<file path="src/inc/tmr_pkg.sv">
// ==========================================================================
// shared constants of the asynchronous 8-bit compare timer
package tmr_pkg;

  // ========================================================================
  // register byte addresses on the bus
  localparam logic [7:0] OFS_CONTROL = 8'h00;
  localparam logic [7:0] OFS_COUNTER = 8'h04;
  localparam logic [7:0] OFS_COMPARE = 8'h08;
  localparam logic [7:0] OFS_ASYNC = 8'h0C;

  // ========================================================================
  // field positions, timer control register
  localparam int CTL_FORCE_BIT = 7;
  localparam int CTL_WAVE0_BIT = 6;
  localparam int CTL_COM_LSB = 4;
  localparam int CTL_WAVE1_BIT = 3;
  localparam int CTL_CS_LSB = 0;

  // field positions, async status register
  localparam int ASY_SEL_BIT = 3;
  localparam int ASY_CNT_BUSY_BIT = 2;
  localparam int ASY_CMP_BUSY_BIT = 1;
  localparam int ASY_CTL_BUSY_BIT = 0;

  // ========================================================================
  // reset values
  localparam logic [7:0] RST_CONTROL = 8'h00;
  localparam logic [7:0] RST_COUNTER = 8'h00;
  localparam logic [7:0] RST_COMPARE = 8'h00;
  localparam logic RST_ASYNC_SEL = 1'b0;

  // ========================================================================
  // timing: oscillator edges before a held value lands
  localparam logic [1:0] XFER_EDGES = 2'h2;

  // ========================================================================
  // counter limits
  localparam logic [7:0] TOP_VALUE = 8'hFF;
  localparam logic [7:0] BOTTOM_VALUE = 8'h00;

  // ========================================================================
  // waveform modes, compare output modes, clock selections
  typedef enum logic [1:0] {
    WAVE_NORMAL = 2'h0,
    WAVE_PHASE = 2'h1,
    WAVE_CTC = 2'h2,
    WAVE_FAST = 2'h3
  } tmr_wave_t;

  localparam logic [1:0] COM_OFF = 2'h0;
  localparam logic [1:0] COM_TOGGLE = 2'h1;
  localparam logic [1:0] COM_CLEAR = 2'h2;
  localparam logic [1:0] COM_SET = 2'h3;

  localparam logic [2:0] CS_STOP = 3'h0;
  localparam logic [2:0] CS_DIV1 = 3'h1;
  localparam logic [2:0] CS_DIV8 = 3'h2;
  localparam logic [2:0] CS_DIV32 = 3'h3;
  localparam logic [2:0] CS_DIV64 = 3'h4;
  localparam logic [2:0] CS_DIV128 = 3'h5;
  localparam logic [2:0] CS_DIV256 = 3'h6;
  localparam logic [2:0] CS_DIV1024 = 3'h7;

  // prescaler masks: divide by n ticks when the low bits are all ones
  localparam logic [9:0] MASK_DIV8 = 10'h007;
  localparam logic [9:0] MASK_DIV32 = 10'h01F;
  localparam logic [9:0] MASK_DIV64 = 10'h03F;
  localparam logic [9:0] MASK_DIV128 = 10'h07F;
  localparam logic [9:0] MASK_DIV256 = 10'h0FF;
  localparam logic [9:0] MASK_DIV1024 = 10'h3FF;

  // ========================================================================
  // bus answers and the write-side state machine
  localparam logic [1:0] RESP_OKAY = 2'h0;
  localparam logic [1:0] RESP_SLVERR = 2'h2;

  typedef enum logic [2:0] {
    WR_COLLECT = 3'b001,
    WR_APPLY = 3'b010,
    WR_RESPOND = 3'b100
  } tmr_wr_state_t;

endpackage : tmr_pkg

</file>
<file path="src/design/tmr_edge_sync.sv">
`timescale 1ns/10ps
// ==========================================================================
// oscillator input: two-stage synchroniser and rising edge pulse
module tmr_edge_sync (
  input wire logic clk, // system clock
  input wire logic rstn, // async reset, active low
  input wire logic levelIn, // slow oscillator level
  output logic risePulse // one cycle per rising edge
);
  import tmr_pkg::*;

  typedef struct packed {
    logic stage1;
    logic stage2;
    logic prev;
    logic rise;
  } tmr_edge_t;

  tmr_edge_t q;
  tmr_edge_t d;

  // ========================================================================
  // stage1 feeds stage2 only, edge is taken after the second stage
  always_comb begin
    d = q;
    d.stage1 = levelIn;
    d.stage2 = q.stage1;
    d.prev = q.stage2;
    d.rise = q.stage2 & ~q.prev;
  end

  always_ff @(posedge clk or negedge rstn) begin
    if (!rstn) begin
      q <= '0;
    end else begin
      q <= d;
    end
  end

  assign risePulse = q.rise;

endmodule : tmr_edge_sync

</file>
<file path="src/design/tmr_prescaler.sv">
`timescale 1ns/10ps
// ==========================================================================
// prescaler: turns source ticks into the selected timer tick
module tmr_prescaler (
  input wire logic clk, // system clock
  input wire logic rstn, // async reset, active low
  input wire logic srcTick, // source clock enable
  input wire logic [2:0] clockSel, // clock select field
  output logic timerTick // one cycle timer enable
);
  import tmr_pkg::*;

  typedef struct packed {
    logic [9:0] count;
    logic tick;
  } tmr_pre_t;

  tmr_pre_t q;
  tmr_pre_t d;
  logic [9:0] mask;

  // ========================================================================
  // free-running divider; all taps share one counter so they stay in phase
  always_comb begin
    d = q;
    d.tick = 1'b0;
    mask = MASK_DIV1024;
    case (clockSel)
      CS_DIV8: mask = MASK_DIV8;
      CS_DIV32: mask = MASK_DIV32;
      CS_DIV64: mask = MASK_DIV64;
      CS_DIV128: mask = MASK_DIV128;
      CS_DIV256: mask = MASK_DIV256;
      default: mask = MASK_DIV1024;
    endcase
    if (srcTick) begin
      d.count = q.count + 10'h001;
      case (clockSel)
        CS_STOP: d.tick = 1'b0;
        CS_DIV1: d.tick = 1'b1;
        default: d.tick = ((q.count & mask) == mask);
      endcase
    end
  end

  always_ff @(posedge clk or negedge rstn) begin
    if (!rstn) begin
      q <= '0;
    end else begin
      q <= d;
    end
  end

  assign timerTick = q.tick;

endmodule : tmr_prescaler

</file>
<file path="src/design/tmr_timer.sv">
// Our own choices: the placing of the registers and register access over AXI4-Lite.
`timescale 1ns/10ps
// ==========================================================================
// 8-bit timer with compare output pin, prescaler and async holding regs

module tmr_timer (
  input wire logic clk, // 250 MHz system clock
  input wire logic rstn, // async reset, active low
  input wire logic [7:0] s_axi_awaddr, // write address
  input wire logic s_axi_awvalid, // write address valid
  output logic s_axi_awready, // write address ready
  input wire logic [31:0] s_axi_wdata, // write data
  input wire logic [3:0] s_axi_wstrb, // write byte strobes
  input wire logic s_axi_wvalid, // write data valid
  output logic s_axi_wready, // write data ready
  output logic [1:0] s_axi_bresp, // write response
  output logic s_axi_bvalid, // write response valid
  input wire logic s_axi_bready, // write response ready
  input wire logic [7:0] s_axi_araddr, // read address
  input wire logic s_axi_arvalid, // read address valid
  output logic s_axi_arready, // read address ready
  output logic [31:0] s_axi_rdata, // read data
  output logic [1:0] s_axi_rresp, // read response
  output logic s_axi_rvalid, // read data valid
  input wire logic s_axi_rready, // read data ready
  input wire logic crystalOscInput, // crystal oscillator level
  input wire logic portPinData, // ordinary port function level
  output logic compareOutputPin, // level routed to the pin
  output logic compareOutputOverride, // timer owns the pin
  output logic compareMatchEvent // one cycle per compare match
);
  import tmr_pkg::*;

  typedef struct packed {
    tmr_wr_state_t wrState;
    logic awHeld;
    logic [7:0] awAddr;
    logic wHeld;
    logic [7:0] wData;
    logic wStrb;
    logic [1:0] bResp;
    logic rValid;
    logic [7:0] rData;
    logic [1:0] rResp;
    logic [7:0] ctlHold;
    logic [7:0] ctlAct;
    logic [7:0] cntVal;
    logic [7:0] cntHold;
    logic [7:0] cmpHold;
    logic [7:0] cmpReg;
    logic [7:0] cmpUsed;
    logic asyncSel;
    logic [2:0] busy;
    logic [2:0][1:0] edgeCnt;
    logic forcePend;
    logic blockMatch;
    logic countDown;
    logic ocLevel;
    logic matchPulse;
  } tmr_core_t;

  localparam tmr_core_t CORE_RESET = '{
    wrState: WR_COLLECT,
    ctlHold: RST_CONTROL,
    ctlAct: RST_CONTROL,
    cntVal: RST_COUNTER,
    cntHold: RST_COUNTER,
    cmpHold: RST_COMPARE,
    cmpReg: RST_COMPARE,
    cmpUsed: RST_COMPARE,
    asyncSel: RST_ASYNC_SEL,
    default: '0
  };

  tmr_core_t q;
  tmr_core_t d;

  logic oscRise;
  logic srcTick;
  logic timerTick;
  tmr_wave_t wave;
  logic [1:0] com;
  logic isPwm;
  logic match;
  logic topEvent;
  logic cmpAtTop;
  logic upMatch;
  logic [7:0] wrValue;

  // ========================================================================
  // oscillator edge detection and prescaler
  tmr_edge_sync u_osc (
    .clk(clk),
    .rstn(rstn),
    .levelIn(crystalOscInput),
    .risePulse(oscRise)
  );

  // source is the system clock or the oscillator edge
  assign srcTick = q.asyncSel ? oscRise : 1'b1;

  tmr_prescaler u_pre (
    .clk(clk),
    .rstn(rstn),
    .srcTick(srcTick),
    .clockSel(q.ctlAct[CTL_CS_LSB +: 3]),
    .timerTick(timerTick)
  );

  // ========================================================================
  // decoded control fields from the active control register
  assign wave = tmr_wave_t'({q.ctlAct[CTL_WAVE1_BIT], q.ctlAct[CTL_WAVE0_BIT]});
  assign com = q.ctlAct[CTL_COM_LSB +: 2];
  assign isPwm = (wave == WAVE_PHASE) || (wave == WAVE_FAST);
  assign match = (q.cntVal == q.cmpUsed) && !q.blockMatch;
  assign cmpAtTop = (q.cmpUsed == TOP_VALUE);
  assign upMatch = !q.countDown || (q.cntVal == BOTTOM_VALUE);
  assign wrValue = q.wData;

  // top is the last count before wrap or the turning point
  always_comb begin
    case (wave)
      WAVE_FAST: topEvent = (q.cntVal == TOP_VALUE);
      WAVE_PHASE: topEvent = (q.cntVal == TOP_VALUE) && !q.countDown;
      default: topEvent = 1'b0;
    endcase
  end

  // ========================================================================
  // next state: timer, transfers, then bus (later code wins a conflict)
  always_comb begin
    d = q;
    d.matchPulse = 1'b0;

    // counting and pin actions on each timer tick
    if (timerTick) begin
      d.blockMatch = 1'b0;
      d.matchPulse = match;
      case (wave)
        WAVE_CTC: d.cntVal = match ? BOTTOM_VALUE : q.cntVal + 8'h01;
        WAVE_PHASE: begin
          if (!q.countDown && q.cntVal == TOP_VALUE) begin
            d.countDown = 1'b1;
            d.cntVal = q.cntVal - 8'h01;
          end else if (q.countDown && q.cntVal == BOTTOM_VALUE) begin
            d.countDown = 1'b0;
            d.cntVal = q.cntVal + 8'h01;
          end else begin
            d.cntVal = q.countDown ? q.cntVal - 8'h01 : q.cntVal + 8'h01;
          end
        end
        default: d.cntVal = q.cntVal + 8'h01;
      endcase
      // double buffer: pwm modes take a new compare value only at top
      if (isPwm && topEvent) begin
        d.cmpUsed = q.cmpReg;
      end
      if (!isPwm) begin
        if (match) begin
          case (com)
            COM_TOGGLE: d.ocLevel = ~q.ocLevel;
            COM_CLEAR: d.ocLevel = 1'b0;
            COM_SET: d.ocLevel = 1'b1;
            default: d.ocLevel = q.ocLevel;
          endcase
        end
      end else if (com[1]) begin
        if (match && !cmpAtTop) begin
          if (wave == WAVE_FAST) begin
            d.ocLevel = (com == COM_SET);
          end else begin
            d.ocLevel = upMatch ? (com == COM_SET) : (com == COM_CLEAR);
          end
        end
        if (topEvent && (wave == WAVE_FAST || cmpAtTop)) begin
          d.ocLevel = (com == COM_CLEAR);
        end
      end
    end

    // non-pwm modes follow the compare register at once
    if (!isPwm) begin
      d.cmpUsed = d.cmpReg;
    end

    // async transfers: each holding register counts its own edges
    if (q.asyncSel && oscRise) begin
      for (int i = 0; i < 3; i++) begin
        if (q.busy[i]) begin
          if (q.edgeCnt[i] == XFER_EDGES - 2'h1) begin
            d.busy[i] = 1'b0;
            d.edgeCnt[i] = 2'h0;
          end else begin
            d.edgeCnt[i] = q.edgeCnt[i] + 2'h1;
          end
        end
      end
      if (q.busy[ASY_CNT_BUSY_BIT] && q.edgeCnt[ASY_CNT_BUSY_BIT] == XFER_EDGES - 2'h1) begin
        d.cntVal = q.cntHold;
        d.blockMatch = 1'b1;
      end
      if (q.busy[ASY_CMP_BUSY_BIT] && q.edgeCnt[ASY_CMP_BUSY_BIT] == XFER_EDGES - 2'h1) begin
        d.cmpReg = q.cmpHold;
      end
      if (q.busy[ASY_CTL_BUSY_BIT] && q.edgeCnt[ASY_CTL_BUSY_BIT] == XFER_EDGES - 2'h1) begin
        d.ctlAct = q.ctlHold;
      end
    end

    // in non-pwm modes a force strobe acts like a match with the now active output mode
    if (q.forcePend && !d.busy[ASY_CTL_BUSY_BIT]) begin
      d.forcePend = 1'b0;
      if (!(d.ctlAct[CTL_WAVE0_BIT])) begin
        case (d.ctlAct[CTL_COM_LSB +: 2])
          COM_TOGGLE: d.ocLevel = ~d.ocLevel;
          COM_CLEAR: d.ocLevel = 1'b0;
          COM_SET: d.ocLevel = 1'b1;
          default: d.ocLevel = d.ocLevel;
        endcase
      end
    end

    // write channel: address and data are taken in either order
    case (q.wrState)
      WR_COLLECT: begin
        if (s_axi_awvalid && !q.awHeld) begin
          d.awHeld = 1'b1;
          d.awAddr = s_axi_awaddr;
        end
        if (s_axi_wvalid && !q.wHeld) begin
          d.wHeld = 1'b1;
          d.wData = s_axi_wdata[7:0];
          d.wStrb = s_axi_wstrb[0];
        end
        if (d.awHeld && d.wHeld) begin
          d.wrState = WR_APPLY;
        end
      end
      WR_APPLY: begin
        d.awHeld = 1'b0;
        d.wHeld = 1'b0;
        d.bResp = RESP_OKAY;
        d.wrState = WR_RESPOND;
        case (q.awAddr)
          OFS_CONTROL: begin
            if (q.wStrb) begin
              d.ctlHold = {1'b0, wrValue[6:0]};
              d.forcePend = wrValue[CTL_FORCE_BIT];
              if (q.asyncSel) begin
                d.busy[ASY_CTL_BUSY_BIT] = 1'b1;
                d.edgeCnt[ASY_CTL_BUSY_BIT] = 2'h0;
              end else begin
                d.ctlAct = {1'b0, wrValue[6:0]};
              end
            end
          end
          OFS_COUNTER: begin
            if (q.wStrb) begin
              d.cntHold = wrValue;
              if (q.asyncSel) begin
                d.busy[ASY_CNT_BUSY_BIT] = 1'b1;
                d.edgeCnt[ASY_CNT_BUSY_BIT] = 2'h0;
              end else begin
                d.cntVal = wrValue;
                d.blockMatch = 1'b1;
              end
            end
          end
          OFS_COMPARE: begin
            if (q.wStrb) begin
              d.cmpHold = wrValue;
              if (q.asyncSel) begin
                d.busy[ASY_CMP_BUSY_BIT] = 1'b1;
                d.edgeCnt[ASY_CMP_BUSY_BIT] = 2'h0;
              end else begin
                d.cmpReg = wrValue;
              end
            end
          end
          OFS_ASYNC: begin
            // switching source can leave the three registers corrupt
            if (q.wStrb) begin
              d.asyncSel = wrValue[ASY_SEL_BIT];
            end
          end
          default: d.bResp = RESP_SLVERR;
        endcase
      end
      WR_RESPOND: begin
        if (s_axi_bready) begin
          d.wrState = WR_COLLECT;
        end
      end
      default: d.wrState = WR_COLLECT;
    endcase

    // read channel: one read at a time, answer on the next cycle
    if (q.rValid && s_axi_rready) begin
      d.rValid = 1'b0;
    end
    if (!q.rValid && s_axi_arvalid) begin
      d.rValid = 1'b1;
      d.rResp = RESP_OKAY;
      case (s_axi_araddr)
        OFS_CONTROL: d.rData = q.ctlHold;
        OFS_COUNTER: d.rData = q.cntVal;
        OFS_COMPARE: d.rData = q.cmpHold;
        OFS_ASYNC: d.rData = {4'h0, q.asyncSel, q.busy};
        default: begin
          d.rData = 8'h00;
          d.rResp = RESP_SLVERR;
        end
      endcase
    end
  end

  // ========================================================================
  // state register
  always_ff @(posedge clk or negedge rstn) begin
    if (!rstn) begin
      q <= CORE_RESET;
    end else begin
      q <= d;
    end
  end

  // ========================================================================
  // bus handshakes and data
  assign s_axi_awready = (q.wrState == WR_COLLECT) && !q.awHeld;
  assign s_axi_wready = (q.wrState == WR_COLLECT) && !q.wHeld;
  assign s_axi_bvalid = (q.wrState == WR_RESPOND);
  assign s_axi_bresp = q.bResp;
  assign s_axi_arready = !q.rValid;
  assign s_axi_rvalid = q.rValid;
  assign s_axi_rdata = {24'h000000, q.rData};
  assign s_axi_rresp = q.rResp;

  // ========================================================================
  // pin: the driver still needs the direction bit set outside
  assign compareOutputOverride = (com != COM_OFF);
  assign compareOutputPin = compareOutputOverride ? q.ocLevel : portPinData;
  assign compareMatchEvent = q.matchPulse;

endmodule : tmr_timer

</file>
<file path="config.mk">
export PLATFORM = sky130hd
export DESIGN_NAME = tmr_timer
export DESIGN_NICKNAME = d
export VERILOG_FILES = /design/src/inc/tmr_pkg.sv /design/src/design/tmr_edge_sync.sv /design/src/design/tmr_prescaler.sv /design/src/design/tmr_timer.sv
export SDC_FILE = /design/constraint.sdc
export NUM_CORES = 1
export LEC_CHECK = 0
export BUFFER_PORTS_ARGS = -buffer_cell sky130_fd_sc_hd__buf_2
export CELL_PAD_IN_SITES_DETAIL_PLACEMENT = 1
export CELL_PAD_IN_SITES_GLOBAL_PLACEMENT = 2
export CORE_UTILIZATION = 35
export CTS_BUF_LIST = sky130_fd_sc_hd__clkbuf_16
export DETAILED_ROUTE_END_ITERATION = 10
export HOLD_SLACK_MARGIN = 0.06
export PLACE_DENSITY = 0.84
export SYNTH_ARGS = -nofsm -noshare
export SYNTH_HDL_FRONTEND = slang
export SYNTH_SLANG_ARGS = --single-unit
</file>
<file path="constraint.sdc">
create_clock -name clk -period 3.4 [get_ports clk]
set_clock_uncertainty 0.1 [all_clocks]
set_input_delay 0.34 -clock clk [delete_from_list [all_inputs] [get_ports clk]]
set_output_delay 0.34 -clock clk [all_outputs]
set_load 0.1 [all_outputs]
</file>
Word level (Yosys, flattened, before mapping):

Cells that the tools add are included.

* mux-type cells: 97
* add/subtract/negate cells: 6
* eq/ne operators: 37
* reduce and logical (&&, ||, !) cells: 47
* bitwise gates (word level): 5

Operators with widths (number)
* $mux W8: 17
* $mux W16: 5
* $pmux W10 S5: 1
* $mux W40: 1
* $mux W1: 37
* $eq A8 B4 Y1 const B: 4
* $pmux W8 S4: 1
* $mux W2: 15
* $mux W9: 3
* $logic_not A8 Y1: 3
* $mux W11: 2
* $mux W10: 2
* $logic_and A1 B1 Y1: 18
* $eq A8 B3 Y1 const B: 2
* $eq A8 B8 Y1 const B: 2
* $pmux W8 S2: 1
* $reduce_and A3 Y1: 5
* $eq A2 B1 Y1 const B: 6
* $eq A2 B2 Y1 const B: 6
* $eq A3 B3 Y1 const B: 4
* $mux W3: 4
* $add A10 B1 Y10 const B: 1
* $and A10 B10 Y10: 1
* $eq A10 B10 Y1: 1
* other kinds (20): 50

* output and inout port bits: 44
* word-level logic and storage cells: 225
* register bits: 120
* input bits: 61

Longest topological paths before layout:

* depth in word-level cells: 15
* gate-level depth with buffers: 10
* depth with buffers taken out: 9

Cells and area by module:

From an unflattened synthesis, not the netlist that was laid out.

* cell total of the unflattened synthesis: 632
* area, all modules: 6403.6 µm²

Modules (own cells, without submodules)
* tmr_timer: times used 1, cells each 583, area each 5764.3 µm², sequential area each 2553.7 µm²
* tmr_prescaler: times used 1, cells each 44, area each 525.5 µm², sequential area each 275.3 µm²
* tmr_edge_sync: times used 1, cells each 5, area each 113.9 µm², sequential area each 100.1 µm²

Worst setup path after synthesis:

OpenSTA, ideal clock, no wires.

* path kind: reg2reg
* start: reg q[103] (netlist bit)
* end: reg q[84] (netlist bit)
* stages on the path, launching flop included: 5
* arrival time: 2.826 ns
* slack: 0.349 ns
* period minus slack after synthesis: 3.051 ns
* required time: 3.175 ns
* setup time: 0.125 ns
* buffers on the path: 0
* path through: dfstp_2 -> nand2_1 -> nor2_1 -> nand2_1 -> mux2_2

* word-level cells in the longest chain between the ends: 3

Ends and longest elaborated chain
* from (decl): line tmr_timer.sv:75 `tmr_core_t q;`
* from (signal assigned): line tmr_timer.sv:321 `q <= CORE_RESET;`
* from (signal assigned): line tmr_timer.sv:323 `q <= d;`
* $eq A3 B1 Y1 (*): line tmr_timer.sv:224 `case (q.wrState)`
* $ne A2 B2 Y1 (no line)
* $reduce_and A2 Y1 (no line) (*)

Every way passes the cells marked *; elsewhere a longest branch is shown, timed or not.
A chain may end at the register's enable or synchronous reset.

==> results_tabular.tex <==
\begin{tabular}{lr}
\hline
Metric & Value \\
\hline
\multicolumn{2}{l}{\textbf{Finish}} \\
\quad Area delta synth->final & 17.4\% \\
\quad Final antenna diode count & 0 \\
\quad Fraction of layout cells with a size suffix above 1 & 21.4\% \\
\quad Area of the multi-input gates & 0.00286 mm\^{}2 \\
\quad Number of nets in the layout & 750 \\
\quad Number of fill cells & 1944 \\
\quad Finished Cell Area & 0.00723 mm\^{}2 \\
\quad Footprint of the flip-flops and latches & 0.00293 mm\^{}2 \\
\multicolumn{2}{l}{\textbf{Setup path}} \\
\quad Data arrival time of the critical path & 2.91 ns \\
\quad Endpoint kind of the worst setup timing path & register \\
\quad R2r setup slk & 0.71 ns \\
\quad Startpoint type of the worst setup path & register \\
\quad Depth of the worst register-to-register path & 7 \\
\quad Worst R2R End & q[54] \\
\quad Slowest stage cell on the critical path & sky130\_fd\_sc\_hd\_\_or3\_1 \\
\quad Critical Path Fanout Max & 10 \\
\quad Crit-path leading delay family & simple AND/OR/NAND/NOR gates \\
\quad Worst reg2reg startpoint & q[99] \\
\quad Crit-path max cell delay & 0.57 ns \\
\quad Required time of the critical path & 3.62 ns \\
\quad Cell chain of the critical path & or4\_1, nor3\_2, nand4\_1, or3\_1, nand2\_1, nor4\_1, nor3\_1 \\
\quad Worst Path Buf+Inv & 0 \\
\quad Category of the critical setup timing path & reg -> reg \\
\multicolumn{2}{l}{\textbf{Route}} \\
\quad Antenna Violating Nets Remaining & 0 \\
\quad Total number of vias & 4851 \\
\quad DRC viols & 0 \\
\quad Detailed-route vias per instance & 5.27 \\
\quad Count of routing violations after the opening detailed-route iteration & 160 \\
\quad Total Routed Length & 16500 um \\
\quad Count of TritonRoute iterations in the first routing pass & 4 \\
\quad Detail-routed net length per standard cell & 17.9 um \\
\multicolumn{2}{l}{\textbf{Clocking}} \\
\quad CTS Root Cell & sky130\_fd\_sc\_hd\_\_clkbuf\_16 \\
\quad TritonCTS clock tree & yes \\
\quad CTS Sinks & 117 \\
\quad Number of clock buffers inserted by TritonCTS & 17 \\
\quad Bufs on Longest Clock Path & 2 \\
\quad Clock transition time at the flip-flop clock pins of the worst setup and hold paths & 0.05 ns \\
\quad Clk Latency, worst-skew pair & 0.42 ns \\
\quad Number of post-CTS setup repair buffers & 0 \\
\quad H-tree depth & 4 \\
\multicolumn{2}{l}{\textbf{Die}} \\
\quad Die X & 135 um \\
\quad Number of cell rows & 48 \\
\quad Total die area & 0.0181 mm\^{}2 \\
\quad Vertical die dimension & 135 um \\
\quad Core Region & 0.0172 mm\^{}2 \\
\quad Starting density of the core & 35.7\% \\
\quad I/O Pins & 105 \\
\multicolumn{2}{l}{\textbf{Placed design}} \\
\quad HPWL after DPL & 11500 um \\
\quad Count of port buffers added during placement & 51 \\
\quad Area after DPL & 0.00650 mm\^{}2 \\
\quad Global placement routability congestion & 0.847 \\
\multicolumn{2}{l}{\textbf{Global routing}} \\
\quad Number of antenna violations at the first check in global routing & 0 \\
\quad GRT Util Overall & 19.6\% \\
\quad Number of global-route vias before repair & 5273 \\
\quad Remaining global-route overflow & 0 \\
\quad First-pass GRT wire length & 27100 um \\
\quad Largest net degree at the start of global routing & 72 \\
\multicolumn{2}{l}{\textbf{Synthesis}} \\
\quad Top cells by area, synth & sky130\_fd\_sc\_hd\_\_dfrtp\_1 (47\%), sky130\_fd\_sc\_hd\_\_mux2\_2 (7.7\%), sky130\_fd\_sc\_hd\_\_nand2\_1 (5.9\%) \\
\quad Dominant cell by count in the synthesized netlist & sky130\_fd\_sc\_hd\_\_dfrtp\_1 \\
\quad Flip-flop and latch count after synthesis & 117 \\
\quad Share of synthesized area occupied by flip-flops and latches & 47.6\% \\
\quad Library cell occupying the most area in the post-synthesis netlist & sky130\_fd\_sc\_hd\_\_dfrtp\_1 \\
\quad Number of distinct library cells after synthesis & 67 \\
\quad Fraction of synthesized cell area taken by the top area cell type & 47.2\% \\
\quad Leading post-synthesis cells by instance count & sky130\_fd\_sc\_hd\_\_dfrtp\_1 (116), sky130\_fd\_sc\_hd\_\_nand2\_1 (97), sky130\_fd\_sc\_hd\_\_mux2\_2 (42), sky130\_fd\_sc\_hd\_\_nor2\_1 (41), sky130\_fd\_sc\_hd\_\_buf\_4 (37) \\
\quad Syn Area/Cell & 9.96 um\^{}2 \\
\quad Count of synthesis-stage warnings from yosys & 0 \\
\quad Summed instance area of the synthesized netlist & 0.00616 mm\^{}2 \\
\quad Number of enable flip-flop cells after synthesis & 0 \\
\quad Async set-reset flop share out of synthesis & 100\% \\
\quad Synthesized instance count & 618 \\
\quad Top flip-flop cell by instance count after synthesis & sky130\_fd\_sc\_hd\_\_dfrtp\_1 \\
\multicolumn{2}{l}{\textbf{Pwr}} \\
\quad Total power & 5.15 mW \\
\quad Leak pwr & 3.39 nW \\
\quad Power density over the cells & 712 mW/mm\^{}2 \\
\quad VDD IR-drop max & 0.000428 V \\
\multicolumn{2}{l}{\textbf{STA}} \\
\quad Final hold violations & 0 \\
\quad Time the worst path needs with I/O delays and setup & 2.69 ns \\
\quad Setup TNS after final layout & 0 ns \\
\quad Pins over their slew limit & 0 \\
\quad Period utilisation layout & 79.1\% \\
\quad Setup violations, final & 0 \\
\quad Slew @ Worst Pin & 0.991 ns \\
\quad Unrepaired setup endpoints after global routing & no \\
\quad Normalized max-slew margin & 33.9\% \\
\quad Achievable clock frequency & 372 MHz \\
\multicolumn{2}{l}{\textbf{Flow run}} \\
\quad Count of max-cap constraint violations & 0 \\
\multicolumn{2}{l}{\textbf{Min path}} \\
\quad Beginning of the worst hold path & s\_axi\_wdata[3] \\
\quad Class of the tightest hold or removal check & in -> reg \\
\quad Cell depth of the worst hold path & 2 \\
\quad Worst hold path endpoint & wrValue[3] \\
\multicolumn{2}{l}{\textbf{Outcome}} \\
\quad Run status & finished, final reports clean \\
\hline
\end{tabular}
## power breakdown
group	total, mW	internal (mW)	switching (mW)
Clock	1.68	1.05	0.627
Combinational	1.36	0.503	0.857
Sequential	2.11	1.68	0.424
## cells by family (layout without fill, tap and decap cells)
| logic type | count (synthesis) | count (layout) | share of synthesized area, % |
|---|---|---|---|
| flops | 117 | 117 | 47.6 |
| mux | 68 | 68 | 12.7 |
| buf+inv | 80 | 132 | 7.56 |
| fa+ha+maj | 6 | 6 | 1.22 |
| xor+xnor | 17 | 17 | 2.42 |
| simple gates | 206 | 206 | 15.8 |
| compound gates | 123 | 123 | 12.6 |
| other cells | 1 | 26 | 0.0609 |
## what timing repair did
item                                    CTS  global route
hold endpoints to repair                 86             1
endpoints found under the setup margin    0             0
resized for setup                         0             0
hold buffers                             17             1
## worst max-delay path by stage
stage	from	to	slack [ns]	depth (start not counted)
detailed placement	q[49]	q[1]	0.72	7
finish	q[99]	q[54]	0.71	7
CTS	q[99]	q[54]	0.72	7
global placement	q[99]	q[54]	0.79	7
floorplan	q[103]	q[84]	0.35	4
global route	q[48]	q[53]	0.54	9
## layout make-up
cell class,count,area share [%]
Timing Repair Buffer,82,7.58
Clock inverter,14,1.64
Tap cell,225,3.89
Clock buffer,17,5.88
Inverter,19,0.987
Sequential cell,117,40.5
Multi-Input combinational cell,446,39.5
## registers in the layout (all words and copies together) (netlist names)
register,flops
q,80
u_pre.q,10
s_axi_rdata,8
wrValue,8
com,2
u_osc.d,2
compareMatchEvent,1
s_axi_bresp,1
s_axi_rresp,1
s_axi_rvalid,1
u_osc.q,1
u_osc.risePulse,1
u_pre.timerTick,1
## stage by stage
stage	setup slack (ns)	hold slack, ns	instances	util (%)
floorplan	0.349	-0.0556	643	-
global placement	0.789	0.245	871	37.7
detailed placement	0.718	0.249	871	37.7
CTS	0.721	0.0622	919	41.9
global route	0.535	0.0663	920	41.9
finish	0.709	0.0779	920	41.9
## cells in the final DEF, fill, tap and decap left out, types with 17 or more instances in the layout
| cell type | netlist | final |
|---|---|---|
| sky130_fd_sc_hd__inv_1 | 18 | 18 |
| sky130_fd_sc_hd__dfrtp_1 | 116 | 116 |
| sky130_fd_sc_hd__o21ai_0 | 31 | 31 |
| sky130_fd_sc_hd__mux2i_1 | 22 | 22 |
| sky130_fd_sc_hd__a21oi_1 | 28 | 28 |
| sky130_fd_sc_hd__nor2_1 | 41 | 41 |
| sky130_fd_sc_hd__buf_2 | 9 | 50 |
| sky130_fd_sc_hd__clkbuf_16 | 0 | 17 |
| sky130_fd_sc_hd__nand2_1 | 97 | 97 |
| sky130_fd_sc_hd__dlygate4sd3_1 | 0 | 18 |
| sky130_fd_sc_hd__conb_1 | 1 | 26 |
| sky130_fd_sc_hd__mux2_2 | 42 | 42 |
## layer usage
layer	routed length [um]	GRT usage, %	vias to the layer above
met5	0	0	-
met3	480	4.50	24
met2	8710	35.3	90
met1	7050	22.7	2490
met4	217	6.49	0
li1	-	-	2247
Power figures use the tool's default switching activity.
